===== src/design/wwd_pkg.sv =====
package wwd_pkg;

	// ==========================================
	// Register map, byte addresses
	localparam logic [3:0]  CTRL_ZERO_OFS  = 4'h0;
	localparam logic [3:0]  CTRL_ONE_OFS   = 4'h4;
	localparam logic [3:0]  STATUS_OFS     = 4'h8;
	localparam logic [3:0]  COUNT_OFS      = 4'hC;

	// ==========================================
	// Field positions
	localparam int          SWEN_BIT       = 0;
	localparam int          PSEL_LSB       = 1;
	localparam int          WIN_LSB        = 0;
	localparam int          SRC_LSB        = 4;
	localparam int          ST_VIOL_N      = 0;
	localparam int          ST_WDRST       = 1;
	localparam int          ST_TO_N        = 2;
	localparam int          ST_PD_N        = 3;
	localparam int          ST_ARMED       = 4;
	localparam int          ST_RUN         = 5;

	// ==========================================
	// Widths and codes
	localparam int          PS_W           = 5;
	localparam int          WIN_W          = 3;
	localparam int          SRC_W          = 3;
	localparam int          PRE_W          = 18;
	localparam int          CNT_W          = 5;
	localparam int          TOT_W          = PRE_W + CNT_W;
	localparam logic [4:0]  PS_MIN_SHIFT   = 5'h05;
	localparam logic [4:0]  PS_MAX_CODE    = 5'h12;
	localparam logic [4:0]  PS_MIN_CODE    = 5'h00;
	localparam logic [4:0]  PS_SW_CODE     = 5'h1F;
	localparam logic [4:0]  PS_DEFAULT     = 5'h0B;
	localparam logic [4:0]  WIN_FRAC_SHIFT = 5'h02;
	localparam logic [2:0]  WIN_SW_CODE    = 3'h7;
	localparam logic [2:0]  WIN_OPEN_ALL   = 3'h7;
	localparam logic [2:0]  SRC_SW_CODE    = 3'h7;
	localparam logic [2:0]  SRC_LOW        = 3'h0;
	localparam logic [2:0]  SRC_MID        = 3'h1;

	typedef enum logic [1:0] {
		MODE_OFF    = 2'b00,
		MODE_SW     = 2'b01,
		MODE_AWAKE  = 2'b10,
		MODE_ALWAYS = 2'b11
	} wwd_mode_e;

endpackage


===== src/design/wwd_core_if.sv =====
`timescale 1ns/10ps
`default_nettype none
interface wwd_core_if;
	logic                         tick;
	logic                         useMid;
	logic                         runEn;
	logic                         clearCount;
	logic [wwd_pkg::PS_W-1:0]     periodSel;
	logic [wwd_pkg::WIN_W-1:0]    windowSel;
	logic [wwd_pkg::TOT_W-1:0]    count;
	logic                         timeout;
	logic                         windowOpen;

	modport gen (input useMid, output tick);
	modport core (input tick, runEn, clearCount, periodSel, windowSel,
		output count, timeout, windowOpen);
	modport ctrl (input count, timeout, windowOpen,
		output useMid, runEn, clearCount, periodSel, windowSel);
endinterface
`default_nettype wire


===== src/design/wwd_tick_gen.sv =====
`timescale 1ns/10ps
`default_nettype none
module wwd_tick_gen #(
	parameter int NUM_SRC = 2
) (
	// Clock and reset
	input  wire logic               ref_clk,
	input  wire logic               rst,
	// Oscillator pins
	input  wire logic [NUM_SRC-1:0] oscIn,
	// Tick to the timer
	wwd_core_if.gen                 tickBus
);
	logic [NUM_SRC-1:0] meta_q;
	logic [NUM_SRC-1:0] sync_q;
	logic [NUM_SRC-1:0] last_q;
	logic [NUM_SRC-1:0] rise;
	logic               tick_q;
	wire                selRise;

	// ==========================================
	// Two-stage synchroniser per source
	genvar g;
	generate
		for (g = 0; g < NUM_SRC; g++) begin : gSrc
			always_ff @(posedge ref_clk) begin
				if (rst) begin
					meta_q[g] <= 1'b0;
					sync_q[g] <= 1'b0;
					last_q[g] <= 1'b0;
				end else begin
					meta_q[g] <= oscIn[g];
					sync_q[g] <= meta_q[g];
					last_q[g] <= sync_q[g];
				end
			end
			assign rise[g] = sync_q[g] & ~last_q[g];
		end
	endgenerate

	// Switching source mid-period may cost or add one tick only
	assign selRise = tickBus.useMid ? rise[1] : rise[0];

	always_ff @(posedge ref_clk) begin
		if (rst) begin
			tick_q <= 1'b0;
		end else begin
			tick_q <= selRise;
		end
	end

	assign tickBus.tick = tick_q;
endmodule
`default_nettype wire


===== src/design/wwd_timer_core.sv =====
`timescale 1ns/10ps
`default_nettype none
module wwd_timer_core (
	// Clock and reset
	input  wire logic ref_clk,
	input  wire logic rst,
	// Control and results
	wwd_core_if.core  tmr
);
	logic [wwd_pkg::TOT_W-1:0] count_q;
	logic [wwd_pkg::TOT_W-1:0] count_d;
	logic                      timeout_q;
	logic                      timeout_d;
	wire  [wwd_pkg::PS_W-1:0]  psEff;
	wire  [4:0]                periodBits;
	wire  [wwd_pkg::TOT_W-1:0] periodMax;
	wire  [wwd_pkg::TOT_W-1:0] elapsedWide;
	wire  [2:0]                elapsed;
	wire  [2:0]                closedIdx;
	wire                       atEnd;

	// ==========================================
	// Period decode
	assign psEff = (tmr.periodSel > wwd_pkg::PS_MAX_CODE) ? wwd_pkg::PS_MIN_CODE
		: tmr.periodSel;
	assign periodBits = psEff + wwd_pkg::PS_MIN_SHIFT;
	assign periodMax = {wwd_pkg::TOT_W{1'b1}} >> (5'(wwd_pkg::TOT_W) - periodBits);
	assign atEnd = (count_q == periodMax);

	// ==========================================
	// Window: top three bits of elapsed time against closed eighths
	assign elapsedWide = count_q >> (psEff + wwd_pkg::WIN_FRAC_SHIFT);
	assign elapsed = elapsedWide[2:0];
	assign closedIdx = wwd_pkg::WIN_OPEN_ALL - tmr.windowSel;
	assign tmr.windowOpen = (elapsed >= closedIdx);

	// ==========================================
	// Prescaler and counter as one chain
	always_comb begin
		count_d = count_q;
		timeout_d = 1'b0;
		if (tmr.clearCount || !tmr.runEn) begin
			count_d = '0;
		end else if (tmr.tick) begin
			if (atEnd) begin
				count_d = '0;
				timeout_d = 1'b1;
			end else begin
				count_d = count_q + 1'b1;
			end
		end
	end

	always_ff @(posedge ref_clk) begin
		if (rst) begin
			count_q <= '0;
			timeout_q <= 1'b0;
		end else begin
			count_q <= count_d;
			timeout_q <= timeout_d;
		end
	end

	assign tmr.count = count_q;
	assign tmr.timeout = timeout_q;
endmodule
`default_nettype wire


===== src/design/wwd_windowed_watchdog.sv =====
// What this block does
// - Mode 11 keeps the watchdog running always, Sleep included, ignoring enable.
// - Mode 10 runs the watchdog awake and stops it in Sleep.
// - Mode 01 runs only while the software enable is 1; enable resets 0.
// - Mode 00 keeps the watchdog off whatever enable or Sleep say.
// - A running watchdog reaching its period uncleared requests a system reset.
// - Prescale code 0 divides by 32, each step doubles to 10010; above is 32.
// - Reset loads prescale from configuration, or 01011 when configuration is 11111.
// - Prescale is read-only unless the configuration prescale is 11111.
// - Tick comes from low or mid oscillator, chosen by configuration or software.
// - Window size comes from configuration, or software when configuration is 111.
// - In windowed mode a clear while the window is closed resets like a time-out.
// - A violation clears the low-active violation flag; reset or software sets it.
// - Count clears on reset, clear, Sleep in/out, disable, start-up timer, control writes.
// - Windowed mode needs a control-zero read to arm; unarmed clear is a violation.
// - Time-out in Sleep wakes instead of reset and updates status flags.
// - Sleep entry clears then counts on; after exit count holds while start-up runs.
// - Changing the oscillator divider leaves the count alone.
// - Window code 000 closes 87.5 percent, each step 12.5 less, 111 all open.
// - Reset loads the software window field from the configuration window.
// - Software clock code 001 picks mid, 000 picks low; others reserved.
// - A readable armed bit shows 1 while armed.
//
// Our own choices: the Wishbone register port and the register offsets.
`timescale 1ns/10ps
`default_nettype none
module wwd_windowed_watchdog (
	// Clock and reset
	input  wire logic                      ref_clk,
	input  wire logic                      rst,
	// Wishbone slave
	input  wire logic                      wb_cyc_i,
	input  wire logic                      wb_stb_i,
	input  wire logic                      wb_we_i,
	input  wire logic [3:0]                wb_adr_i,
	input  wire logic [3:0]                wb_sel_i,
	input  wire logic [31:0]               wb_dat_i,
	output logic      [31:0]               wb_dat_o,
	output logic                           wb_ack_o,
	// Configuration word
	input  wire logic [1:0]                wdModeCfg,
	input  wire logic [wwd_pkg::PS_W-1:0]  cfgTimeoutPrescale,
	input  wire logic [wwd_pkg::WIN_W-1:0] cfgOpenSpan,
	input  wire logic [wwd_pkg::SRC_W-1:0] cfgTickSource,
	// Oscillator pins
	input  wire logic                      lowFreqOsc,
	input  wire logic                      midFreqOsc,
	// Core events
	input  wire logic                      wdClearInstr,
	input  wire logic                      sleepActive,
	input  wire logic                      oscStartupTimer,
	// Results
	output logic                           wdResetReq,
	output logic                           wdWakeReq,
	output logic                           violationFlag_n,
	output logic                           wdResetFlag,
	output logic                           timeoutStatus_n,
	output logic                           powerdownStatus_n,
	output logic                           wdArmed
);
	// ==========================================
	// Registers
	logic [wwd_pkg::PS_W-1:0]  timeoutPrescaleSel_q;
	logic                      swEnableBit_q;
	logic [wwd_pkg::SRC_W-1:0] tickSourceSel_q;
	logic [wwd_pkg::WIN_W-1:0] openSpanSel_q;
	logic                      armed_q;
	logic                      violN_q;
	logic                      wdRstFlag_q;
	logic                      toN_q;
	logic                      pdN_q;
	logic                      sleep_q;
	logic                      resetReq_q;
	logic                      wakeReq_q;
	logic                      ack_q;
	logic [31:0]               rdData_q;

	wwd_core_if coreBus ();

	// ==========================================
	// Bus decode
	wire        busReq    = wb_cyc_i & wb_stb_i;
	wire        busDone   = busReq & ack_q;
	wire        wrDone    = busDone & wb_we_i;
	wire        rdDone    = busDone & ~wb_we_i;
	wire        hitCtrl0  = (wb_adr_i == wwd_pkg::CTRL_ZERO_OFS);
	wire        hitCtrl1  = (wb_adr_i == wwd_pkg::CTRL_ONE_OFS);
	wire        hitStatus = (wb_adr_i == wwd_pkg::STATUS_OFS);
	wire        hitCount  = (wb_adr_i == wwd_pkg::COUNT_OFS);
	wire        wrCtrl0   = wrDone & hitCtrl0 & wb_sel_i[0];
	wire        wrCtrl1   = wrDone & hitCtrl1 & wb_sel_i[0];
	wire        wrStatus  = wrDone & hitStatus & wb_sel_i[0];
	wire        rdCtrl0   = rdDone & hitCtrl0;

	// ==========================================
	// Software-visible selects
	wire        psWritable  = (cfgTimeoutPrescale == wwd_pkg::PS_SW_CODE);
	wire        srcWritable = (cfgTickSource == wwd_pkg::SRC_SW_CODE);
	wire        winWritable = (cfgOpenSpan == wwd_pkg::WIN_SW_CODE);
	wire [wwd_pkg::PS_W-1:0]  psResetVal  = psWritable ? wwd_pkg::PS_DEFAULT
		: cfgTimeoutPrescale;
	wire [wwd_pkg::SRC_W-1:0] srcResetVal = srcWritable ? wwd_pkg::SRC_LOW : cfgTickSource;
	wire [wwd_pkg::SRC_W-1:0] srcEff      = srcWritable ? tickSourceSel_q
		: cfgTickSource;
	wire [wwd_pkg::WIN_W-1:0] winEff      = winWritable ? openSpanSel_q
		: cfgOpenSpan;
	wire [wwd_pkg::PS_W-1:0]  psWrVal     = wb_dat_i[wwd_pkg::PSEL_LSB +: wwd_pkg::PS_W];
	wire [wwd_pkg::SRC_W-1:0] srcWrVal    = wb_dat_i[wwd_pkg::SRC_LSB +: wwd_pkg::SRC_W];
	wire [wwd_pkg::WIN_W-1:0] winWrVal    = wb_dat_i[wwd_pkg::WIN_LSB +: wwd_pkg::WIN_W];

	// ==========================================
	// Enable by mode
	wire        modeAlways = (wdModeCfg == wwd_pkg::MODE_ALWAYS);
	wire        modeAwake  = (wdModeCfg == wwd_pkg::MODE_AWAKE);
	wire        modeSw     = (wdModeCfg == wwd_pkg::MODE_SW);
	wire        runEnable  = modeAlways
		| (modeAwake & ~sleepActive)
		| (modeSw & swEnableBit_q);
	// Mode 00 falls through every term above, so it never runs

	// ==========================================
	// Clearing events
	wire        windowed    = (winEff != wwd_pkg::WIN_OPEN_ALL);
	wire        clrSeen     = wdClearInstr & runEnable & ~sleepActive;
	wire        clrBad      = clrSeen & windowed
		& (~armed_q | ~coreBus.windowOpen);
	wire        clrGood     = clrSeen & ~clrBad;
	wire        sleepEdge   = sleepActive ^ sleep_q;
	// Divider changes in the oscillator are not an input here
	wire        clearNow    = clrGood | sleepEdge | oscStartupTimer
		| wrCtrl0 | wrCtrl1;
	wire        timeoutAwk  = coreBus.timeout & ~sleepActive;
	wire        timeoutSlp  = coreBus.timeout & sleepActive;

	assign coreBus.useMid     = (srcEff == wwd_pkg::SRC_MID);
	assign coreBus.runEn      = runEnable;
	assign coreBus.clearCount = clearNow;
	assign coreBus.periodSel  = timeoutPrescaleSel_q;
	assign coreBus.windowSel  = winEff;

	// ==========================================
	// Submodules
	wwd_tick_gen #(
		.NUM_SRC (2)
	) uTick (
		.ref_clk (ref_clk),
		.rst     (rst),
		.oscIn   ({midFreqOsc, lowFreqOsc}),
		.tickBus (coreBus)
	);

	wwd_timer_core uCore (
		.ref_clk (ref_clk),
		.rst     (rst),
		.tmr     (coreBus)
	);

	// ==========================================
	// Control registers; write lands at the ack edge
	always_ff @(posedge ref_clk) begin
		if (rst) begin
			timeoutPrescaleSel_q <= psResetVal;
			swEnableBit_q <= 1'b0;
			tickSourceSel_q <= srcResetVal;
			openSpanSel_q <= cfgOpenSpan;
		end else begin
			if (wrCtrl0) begin
				swEnableBit_q <= wb_dat_i[wwd_pkg::SWEN_BIT];
				if (psWritable) begin
					timeoutPrescaleSel_q <= psWrVal;
				end
			end
			if (wrCtrl1 && srcWritable) begin
				tickSourceSel_q <= srcWrVal;
			end
			if (wrCtrl1 && winWritable) begin
				openSpanSel_q <= winWrVal;
			end
		end
	end

	// ==========================================
	// Arming; a clear consumes it, a fresh read re-arms
	always_ff @(posedge ref_clk) begin
		if (rst) begin
			armed_q <= 1'b0;
		end else if (rdCtrl0) begin
			armed_q <= 1'b1;
		end else if (clrSeen || wrCtrl0 || wrCtrl1) begin
			armed_q <= 1'b0;
		end
	end

	// ==========================================
	// Status flags; hardware events win over software
	always_ff @(posedge ref_clk) begin
		if (rst) begin
			violN_q <= 1'b1;
			wdRstFlag_q <= 1'b0;
			toN_q <= 1'b1;
			pdN_q <= 1'b1;
		end else begin
			if (clrBad) begin
				violN_q <= 1'b0;
			end else if (wrStatus && wb_dat_i[wwd_pkg::ST_VIOL_N]) begin
				violN_q <= 1'b1;
			end
			if (coreBus.timeout || clrBad) begin
				wdRstFlag_q <= 1'b1;
			end else if (wrStatus && wb_dat_i[wwd_pkg::ST_WDRST]) begin
				wdRstFlag_q <= 1'b0;
			end
			if (coreBus.timeout) begin
				toN_q <= 1'b0;
			end else if (wrStatus && wb_dat_i[wwd_pkg::ST_TO_N]) begin
				toN_q <= 1'b1;
			end
			if (timeoutSlp) begin
				pdN_q <= 1'b0;
			end else if (wrStatus && wb_dat_i[wwd_pkg::ST_PD_N]) begin
				pdN_q <= 1'b1;
			end
		end
	end

	// ==========================================
	// Reset and wake requests, one-cycle pulses
	always_ff @(posedge ref_clk) begin
		if (rst) begin
			resetReq_q <= 1'b0;
			wakeReq_q <= 1'b0;
			sleep_q <= 1'b0;
		end else begin
			resetReq_q <= timeoutAwk | clrBad;
			wakeReq_q <= timeoutSlp;
			sleep_q <= sleepActive;
		end
	end

	// ==========================================
	// Read mux; unmapped words read zero but still ack
	wire [31:0] rdCtrl0Val = {26'h0, timeoutPrescaleSel_q, swEnableBit_q};
	wire [31:0] rdCtrl1Val = {25'h0, srcEff, 1'b0, winEff};
	wire [31:0] rdStatVal  = {26'h0, runEnable, armed_q, pdN_q, toN_q,
		wdRstFlag_q, violN_q};
	wire [31:0] rdCountVal = {{(32 - wwd_pkg::TOT_W){1'b0}}, coreBus.count};
	wire [31:0] rdMux      = hitCtrl0 ? rdCtrl0Val
		: hitCtrl1 ? rdCtrl1Val
		: hitStatus ? rdStatVal
		: hitCount ? rdCountVal
		: 32'h00000000;

	// Ack one cycle after request, dropped the cycle after
	always_ff @(posedge ref_clk) begin
		if (rst) begin
			ack_q <= 1'b0;
			rdData_q <= 32'h00000000;
		end else begin
			ack_q <= busReq & ~ack_q;
			if (busReq && !ack_q) begin
				rdData_q <= rdMux;
			end
		end
	end

	assign wb_ack_o          = ack_q;
	assign wb_dat_o          = rdData_q;
	assign wdResetReq        = resetReq_q;
	assign wdWakeReq         = wakeReq_q;
	assign violationFlag_n   = violN_q;
	assign wdResetFlag       = wdRstFlag_q;
	assign timeoutStatus_n   = toN_q;
	assign powerdownStatus_n = pdN_q;
	assign wdArmed           = armed_q;
endmodule
`default_nettype wire


===== config.mk =====
export PLATFORM = sky130hd
export DESIGN_NAME = wwd_windowed_watchdog
export DESIGN_NICKNAME = d
export VERILOG_FILES = /design/src/design/wwd_pkg.sv /design/src/design/wwd_core_if.sv /design/src/design/wwd_tick_gen.sv /design/src/design/wwd_timer_core.sv /design/src/design/wwd_windowed_watchdog.sv
export SDC_FILE = /design/constraint.sdc
export NUM_CORES = 1
export LEC_CHECK = 0
export BUFFER_PORTS_ARGS = -buffer_cell sky130_fd_sc_hd__buf_2
export CELL_PAD_IN_SITES_DETAIL_PLACEMENT = 0
export CELL_PAD_IN_SITES_GLOBAL_PLACEMENT = 1
export CORE_MARGIN = 10
export CORE_UTILIZATION = 34
export DETAILED_ROUTE_END_ITERATION = 7
export PLACE_DENSITY_LB_ADDON = 0.12
export SLEW_MARGIN = 30
export SYNTH_ARGS = -nofsm -noshare
export SYNTH_HDL_FRONTEND = slang
export SYNTH_SLANG_ARGS = --single-unit

===== constraint.sdc =====
create_clock -name ref_clk -period 6 [get_ports ref_clk]
set_input_delay 0.6 -clock ref_clk [delete_from_list [all_inputs] [get_ports ref_clk]]
set_output_delay 0.6 -clock ref_clk [all_outputs]
set_load 0.01 [all_outputs]

[Word level (Yosys, flattened, before mapping)]
Cells that the tools add are included.
Cells by class
  mux-type cells: 29
  equality and inequality tests: 12
  bitwise gates (word level): 41
  add/subtract/negate cells: 5
  $lt $le $gt $ge: 2
  shift-type cells: 2
  reduce and logical (&&, ||, !) cells: 26
Operator list (count)
  $mux W23: 5
  $mux W5: 5
  $add A23 B1 Y23 const B: 1
  $and A1 B1 Y1: 23
  $eq A23 B23 Y1: 1
  $shr A23 B5 Y23 const A: 1
  $shr A23 B5 Y3: 1
  $mux W3: 7
  $reduce_bool A2 Y1: 9
  $mux W1: 12
  $not A1 Y1: 9
  $eq A4 B4 Y1 const B: 2
  $or A1 B1 Y1: 8
  $logic_and A1 B1 Y1: 7
  $eq A3 B3 Y1 const B: 2
  $add A5 B2 Y5 const B: 1
  $add A5 B3 Y5 const B: 1
  $eq A5 B5 Y1 const B: 1
  $gt A5 B5 Y1 const B: 1
  $sub A5 B5 Y5 const A: 1
  $eq A2 B2 Y1 const B: 2
  $eq A4 B3 Y1 const B: 1
  $logic_not A4 Y1: 1
  $logic_or A1 B1 Y1: 4
  other kinds (10): 11
Storage, ports and cells
  register bits after elaboration: 84
  input bits: 63
  word-level logic and storage cells: 140

[Logic depth before layout (Yosys ltp)]
  word-level depth: 16
  mapped depth: 20

[Hierarchy]
A second synthesis with hierarchy kept.
Unflattened totals
  cells, all modules: 604
  area, all modules: 5605.4 um^2
By module, submodules not included
  wwd_timer_core: times used 1, area an instance 3158.0 um^2, seq. area each 480.5 um^2, cells each 351
  wwd_windowed_watchdog: times used 1, area an instance 2248.4 um^2, seq. area each 991.0 um^2, cells each 237
  wwd_tick_gen: times used 1, area an instance 198.9 um^2, seq. area each 140.1 um^2, cells each 16

[Least setup slack after synthesis]
No wires, ideal clock.
  path type: register to register
  start point: reg timeoutPrescaleSel_q, in the netlist coreBus.periodSel[2]
  end point: reg uCore.count_q, in the netlist uCore.tmr.count[10]
  setup slack: 1587 ps
  required time: 5937 ps
  data arrival time: 4351 ps
  library setup time: 63 ps
  cell stages (with the launch flop): 20
  cell sequence: edfxtp_1 -> buf_2 -> o31ai_1 -> nand2_1 -> clkinv_1 -> ha_1 -> xnor2_1 -> mux4_2 -> nand2_1 -> a31oi_1 -> ha_1 -> nand2b_1 -> a21o_1 -> a21o_1 -> a221o_1 -> nor2b_1 -> nor3_1 -> clkbuf_1 -> nand2_1 -> nor2_2
On the way
  word-level cells in the longest chain between the ends: 16
  elaborated cells on any way between the ends: 21
RTL lines
  start: declaration: RTL line wwd_windowed_watchdog.sv:63  | logic [wwd_pkg::PS_W-1:0] timeoutPrescaleSel_q;
  start signal: assignment: RTL line wwd_windowed_watchdog.sv:162  | timeoutPrescaleSel_q <= psResetVal;
  start signal: assignment: RTL line wwd_windowed_watchdog.sv:170  | timeoutPrescaleSel_q <= psWrVal;
  $gt A5 B5 Y1: RTL line wwd_timer_core.sv:24  | assign psEff = (tmr.periodSel > wwd_pkg::PS_MAX_CODE) ? wwd_pkg::PS_MIN_CODE
  $mux W5 (*): RTL line wwd_timer_core.sv:24
  $add A5 B2 Y5: RTL line wwd_timer_core.sv:32  | assign elapsedWide = count_q >> (psEff + wwd_pkg::WIN_FRAC_SHIFT);
  $shr A23 B5 Y3: RTL line wwd_timer_core.sv:32
  $ge A3 B3 Y1: RTL line wwd_timer_core.sv:35  | assign tmr.windowOpen = (elapsed >= closedIdx);
  $not A1 Y1: RTL line wwd_windowed_watchdog.sv:126  | & (~armed_q | ~coreBus.windowOpen);
  $or A1 B1 Y1: RTL line wwd_windowed_watchdog.sv:126
  $and A1 B1 Y1: RTL line wwd_windowed_watchdog.sv:126
  $not A1 Y1: RTL line wwd_windowed_watchdog.sv:127  | wire clrGood = clrSeen & ~clrBad;
  $and A1 B1 Y1: RTL line wwd_windowed_watchdog.sv:127
  $or A1 B1 Y1 (2 in a row): RTL line wwd_windowed_watchdog.sv:130  | wire clearNow = clrGood | sleepEdge | oscStartupTimer
  $or A1 B1 Y1 (2 in a row): RTL line wwd_windowed_watchdog.sv:131  | | wrCtrl0 | wrCtrl1;
  $logic_or A1 B1 Y1: RTL line wwd_timer_core.sv:42  | if (tmr.clearCount || !tmr.runEn) begin
  $reduce_or A2 Y1 (no line)
  end signal: assignment: RTL line wwd_timer_core.sv:59  | count_q <= count_d;
  end: declaration: RTL line wwd_timer_core.sv:10  | logic [wwd_pkg::TOT_W-1:0] count_q;
Mark *: on every way between the ends. The rest lies on a longest branch, timed or not.
A chain may end at the register's enable or synchronous reset.

[Final worst setup path]
  start point: reg timeoutPrescaleSel_q, in the netlist coreBus.periodSel[0]
  end point: reg uCore.timeout_q (netlist: uCore.tmr.timeout)
On the way
  word-level cells in the longest chain between the ends: 16
  elaborated cells on any way between the ends: 21
RTL lines
  $gt A5 B5 Y1: RTL line wwd_timer_core.sv:24
  $mux W5 (*): RTL line wwd_timer_core.sv:24
  $add A5 B2 Y5: RTL line wwd_timer_core.sv:32
  $shr A23 B5 Y3: RTL line wwd_timer_core.sv:32
  $ge A3 B3 Y1: RTL line wwd_timer_core.sv:35
  $not A1 Y1: RTL line wwd_windowed_watchdog.sv:126
  $or A1 B1 Y1: RTL line wwd_windowed_watchdog.sv:126
  $and A1 B1 Y1: RTL line wwd_windowed_watchdog.sv:126
  $not A1 Y1: RTL line wwd_windowed_watchdog.sv:127
  $and A1 B1 Y1: RTL line wwd_windowed_watchdog.sv:127
  $or A1 B1 Y1 (2 in a row): RTL line wwd_windowed_watchdog.sv:130
  $or A1 B1 Y1 (2 in a row): RTL line wwd_windowed_watchdog.sv:131
  $logic_or A1 B1 Y1: RTL line wwd_timer_core.sv:42
  $reduce_or A3 Y1 (no line)
  end signal: assignment: RTL line wwd_timer_core.sv:60  | timeout_q <= timeout_d;
  end: declaration: RTL line wwd_timer_core.sv:12  | logic timeout_q;
Marks and branches as above.

==> results.json <==
{
  "status": "complete, no violations",
  "area_growth_pct": 13.70,
  "critPathRequiredTime_ps": 6270,
  "switching_share_pct": 27.83,
  "drtIter0Drc": 279,
  "num_vias": 4521,
  "ys_seq_elements": 75,
  "row_count": 43,
  "reg2reg_depth": 16,
  "fin_crit_sh_pct": 80.76,
  "start_kind": "flop",
  "antenna_left": 0,
  "antenna_found_initial": 0,
  "worst-path-max-fanout": 24,
  "period_needed_ps": 4846,
  "drv_cap": 0,
  "ys_types": 71,
  "grt_remaining_overflow": 0,
  "cts_buffers": 9,
  "htree_levels": 3,
  "clock-sinks": 75,
  "slew_headroom_pct": 49.85,
  "dpl.hpwl_um": 11380,
  "worstSetupStartpoint": "coreBus.periodSel[0]$_DFFE_PP_",
  "layout-drive-gt1-share_pct": 20.12,
  "grt_use_total_pct": 15.33,
  "antenna_cells": 0,
  "switching_power_mw": 0.3723,
  "ys_seq_area_share_pct": 32.75,
  "postRouteWirelength_um": 15200,
  "syn_inst": 611,
  "async_flop_share_pct": 0,
  "post_cts_buffers": 0,
  "initial_core_util_pct": 35.04,
  "dieArea_mm2": 0.01969,
  "clk_latency_ps": 340,
  "tns_ps": 0,
  "synth_top_area_cell": "dfxtp_1",
  "port_buffers": 65,
  "ios": 103,
  "synth-edff-count": 11,
  "core_region_area_mm2": 0.01404,
  "cts_resized": 0,
  "drt-vias-per-instance": 5.440,
  "die_w_um": 140.3,
  "grt_pass1_vias": 4446,
  "clockPowerShare_pct": 41.5,
  "dr.pass1.iters": 6,
  "fp.dieH_um": 140.3,
  "fin_skew_ps": 6.501,
  "cts-root-buf": "clkbuf_16",
  "ys.flop_type": "dfxtp_1",
  "clockBufferDepth": 2,
  "max_freq_mhz": 206.4,
  "combPwrFrac_pct": 18.5,
  "r2r_start": "coreBus.periodSel[0]$_DFFE_PP_",
  "setup_violations": 0,
  "hold_depth": 1,
  "power.density_mw_per_mm2": 239.1,
  "p_int_mw": 0.9654,
  "grt_max_degree": 61,
  "synth.area.top_cells": "dfxtp_1 26%, edfxtp_1 6.7%, nand2_1 6.3%",
  "synth_warnings": 0,
  "fin_nets": 720,
  "reg2reg_setup_slack_ps": 1150,
  "hold_buffers": 0,
  "grt_first_pass_wirelength_um": 24540,
  "wl_per_cell_um": 18.29,
  "p_leak_nw": 2.236,
  "final_hold_viol_count": 0,
  "cp.arrival_ps": 5120,
  "postSynthAreaPerCell_um2": 8.054,
  "place_congestion": 0.8510,
  "cts_tree": "done",
  "clk_pin_slew_worst_paths_ps": 60,
  "worstSetupPathType": "flop to flop",
  "worst_pin_slew_ps": 746.6,
  "irDropWorstVdd_mv": 0.1724,
  "slew_viol_final": 0,
  "power_frac_seq_pct": 40.0,
  "synth_top_area_share_pct": 26.04,
  "final_core_util_pct": 39.85,
  "min-delay-start": "uTick.meta_q[0]$_SDFF_PP0_",
  "grt_setup_unrepaired": "no",
  "drc_errors": 0,
  "end_kind": "flop",
  "hold_path.class": "flop to flop",
  "syn_area_mm2": 0.004921
}
## worst max-delay path, cell delays in order (launching register included)
cell and delay [ps]:
edfxtp_1 700, o31ai_1 120, nand2_1 90, buf_4 240, clkinv_1 340, ha_1 580, mux4_2 550, nand2_1 80
o21ai_0 140, ha_1 300, a21o_1 160, a21o_1 180, a221o_1 420, nor2b_1 170, nor3_2 190, buf_4 290
and3_1 220
## cell type report
cell class	instances	area [um^2]
fillers	1467	8447
inverters	22	82.58
flip-flops and latches	75	1612
multi-input cells	464	2982
clock buffers	14	264.0
clock inverters	2	35.03
well taps	180	225.2
repair buffers	74	395.4
## flip-flops by register name, summed over array words and instances, names as in the netlist, 2 cells and up
signal and flops:
coreBus.periodSel 5, openSpanSel_q 3, tickSourceSel_q 3, uCore.tmr.count 23, uTick.last_q 2, uTick.meta_q 2
uTick.sync_q 2, wb_dat_o 23
## metrics by stage
step	instance area, um^2	hold slack [ps]	power (mW)	setup slack, ps	cells
CTS	5590	444.4	1.358	1082	831
floorplan	4951	413.8	0.7286	1587	619
detailed placement	5291	431.9	0.7922	1117	815
global route	5595	455.7	1.405	704.1	831
finish	5595	438.0	1.338	1154	831
global placement	5291	420.3	0.7915	1192	815
## worst paths after layout
check                                                     to
worst max-delay path            uCore.tmr.timeout$_SDFF_PP0_
worst min-delay path              uTick.sync_q[0]$_SDFF_PP0_
worst max register to register  uCore.tmr.timeout$_SDFF_PP0_
worst min register to register    uTick.sync_q[0]$_SDFF_PP0_
## power by group through the flow
stage                     Sequential (mW)  Clock [mW]  Combinational, mW
final                               0.535       0.555              0.248
after detailed placement            0.546           0              0.247
after CTS                           0.535       0.576              0.247
after global routing                0.537       0.592              0.276
after floorplan                     0.539           0              0.190
after global placement              0.545           0              0.246
## cells by family after synthesis
logic type | after synthesis | synth area share, %
simple gates | 261 | 27.05
compound gates | 137 | 19.12
buf+inv | 80 | 7.424
flops | 75 | 32.75
xor+xnor | 27 | 4.806
mux | 19 | 5.975
fa+ha+maj | 11 | 2.797
other cells | 1 | 0.07620
## cell usage in the layout, fill, tap and decap left out, types with 10 or more instances in the layout
cell type,n
a21oi_1,27
nand4_1,13
nand3_1,16
o21ai_0,17
buf_2,64
nor3_1,11
inv_1,21
ha_1,11
edfxtp_1,11
nand2_1,82
nor2b_1,18
nor2_2,21
a22oi_1,20
xnor2_1,20
nor2_1,51
a31oi_1,10
nand2b_1,10
dfxtp_1,64
buf_4,10
## layer usage
layer	global-route usage (%)	up-vias	routed length [um]	share of wire (%)
li1	-	2226	-	-
met1	19.78	2148	7035	46
met2	24.38	130	7042	46
met3	3.989	17	868	5.7
met4	4.728	0	255	1.7
met5	0	-	0	0
## synthesized netlist by cell type, drive strengths merged, types with 4 or more instances
cell / count
a21o: 8
nor3: 13
o211ai: 8
a21oi: 27
nor3b: 4
and2: 4
o21ai: 18
a22oi: 20
nor4: 4
nand4: 13
ha: 11
nor2: 72
xor2: 7
nand2: 82
nand2b: 10
xnor2: 20
mux2i: 8
buf: 18
o21a: 5
nor2b: 19
a31o: 4
edfxtp: 11
inv: 21
a31oi: 10
clkbuf: 40
and4: 5
a211oi: 5
mux4: 8
dfxtp: 64
and3: 7
nand3: 17
Power figures use the tool's default switching activity.
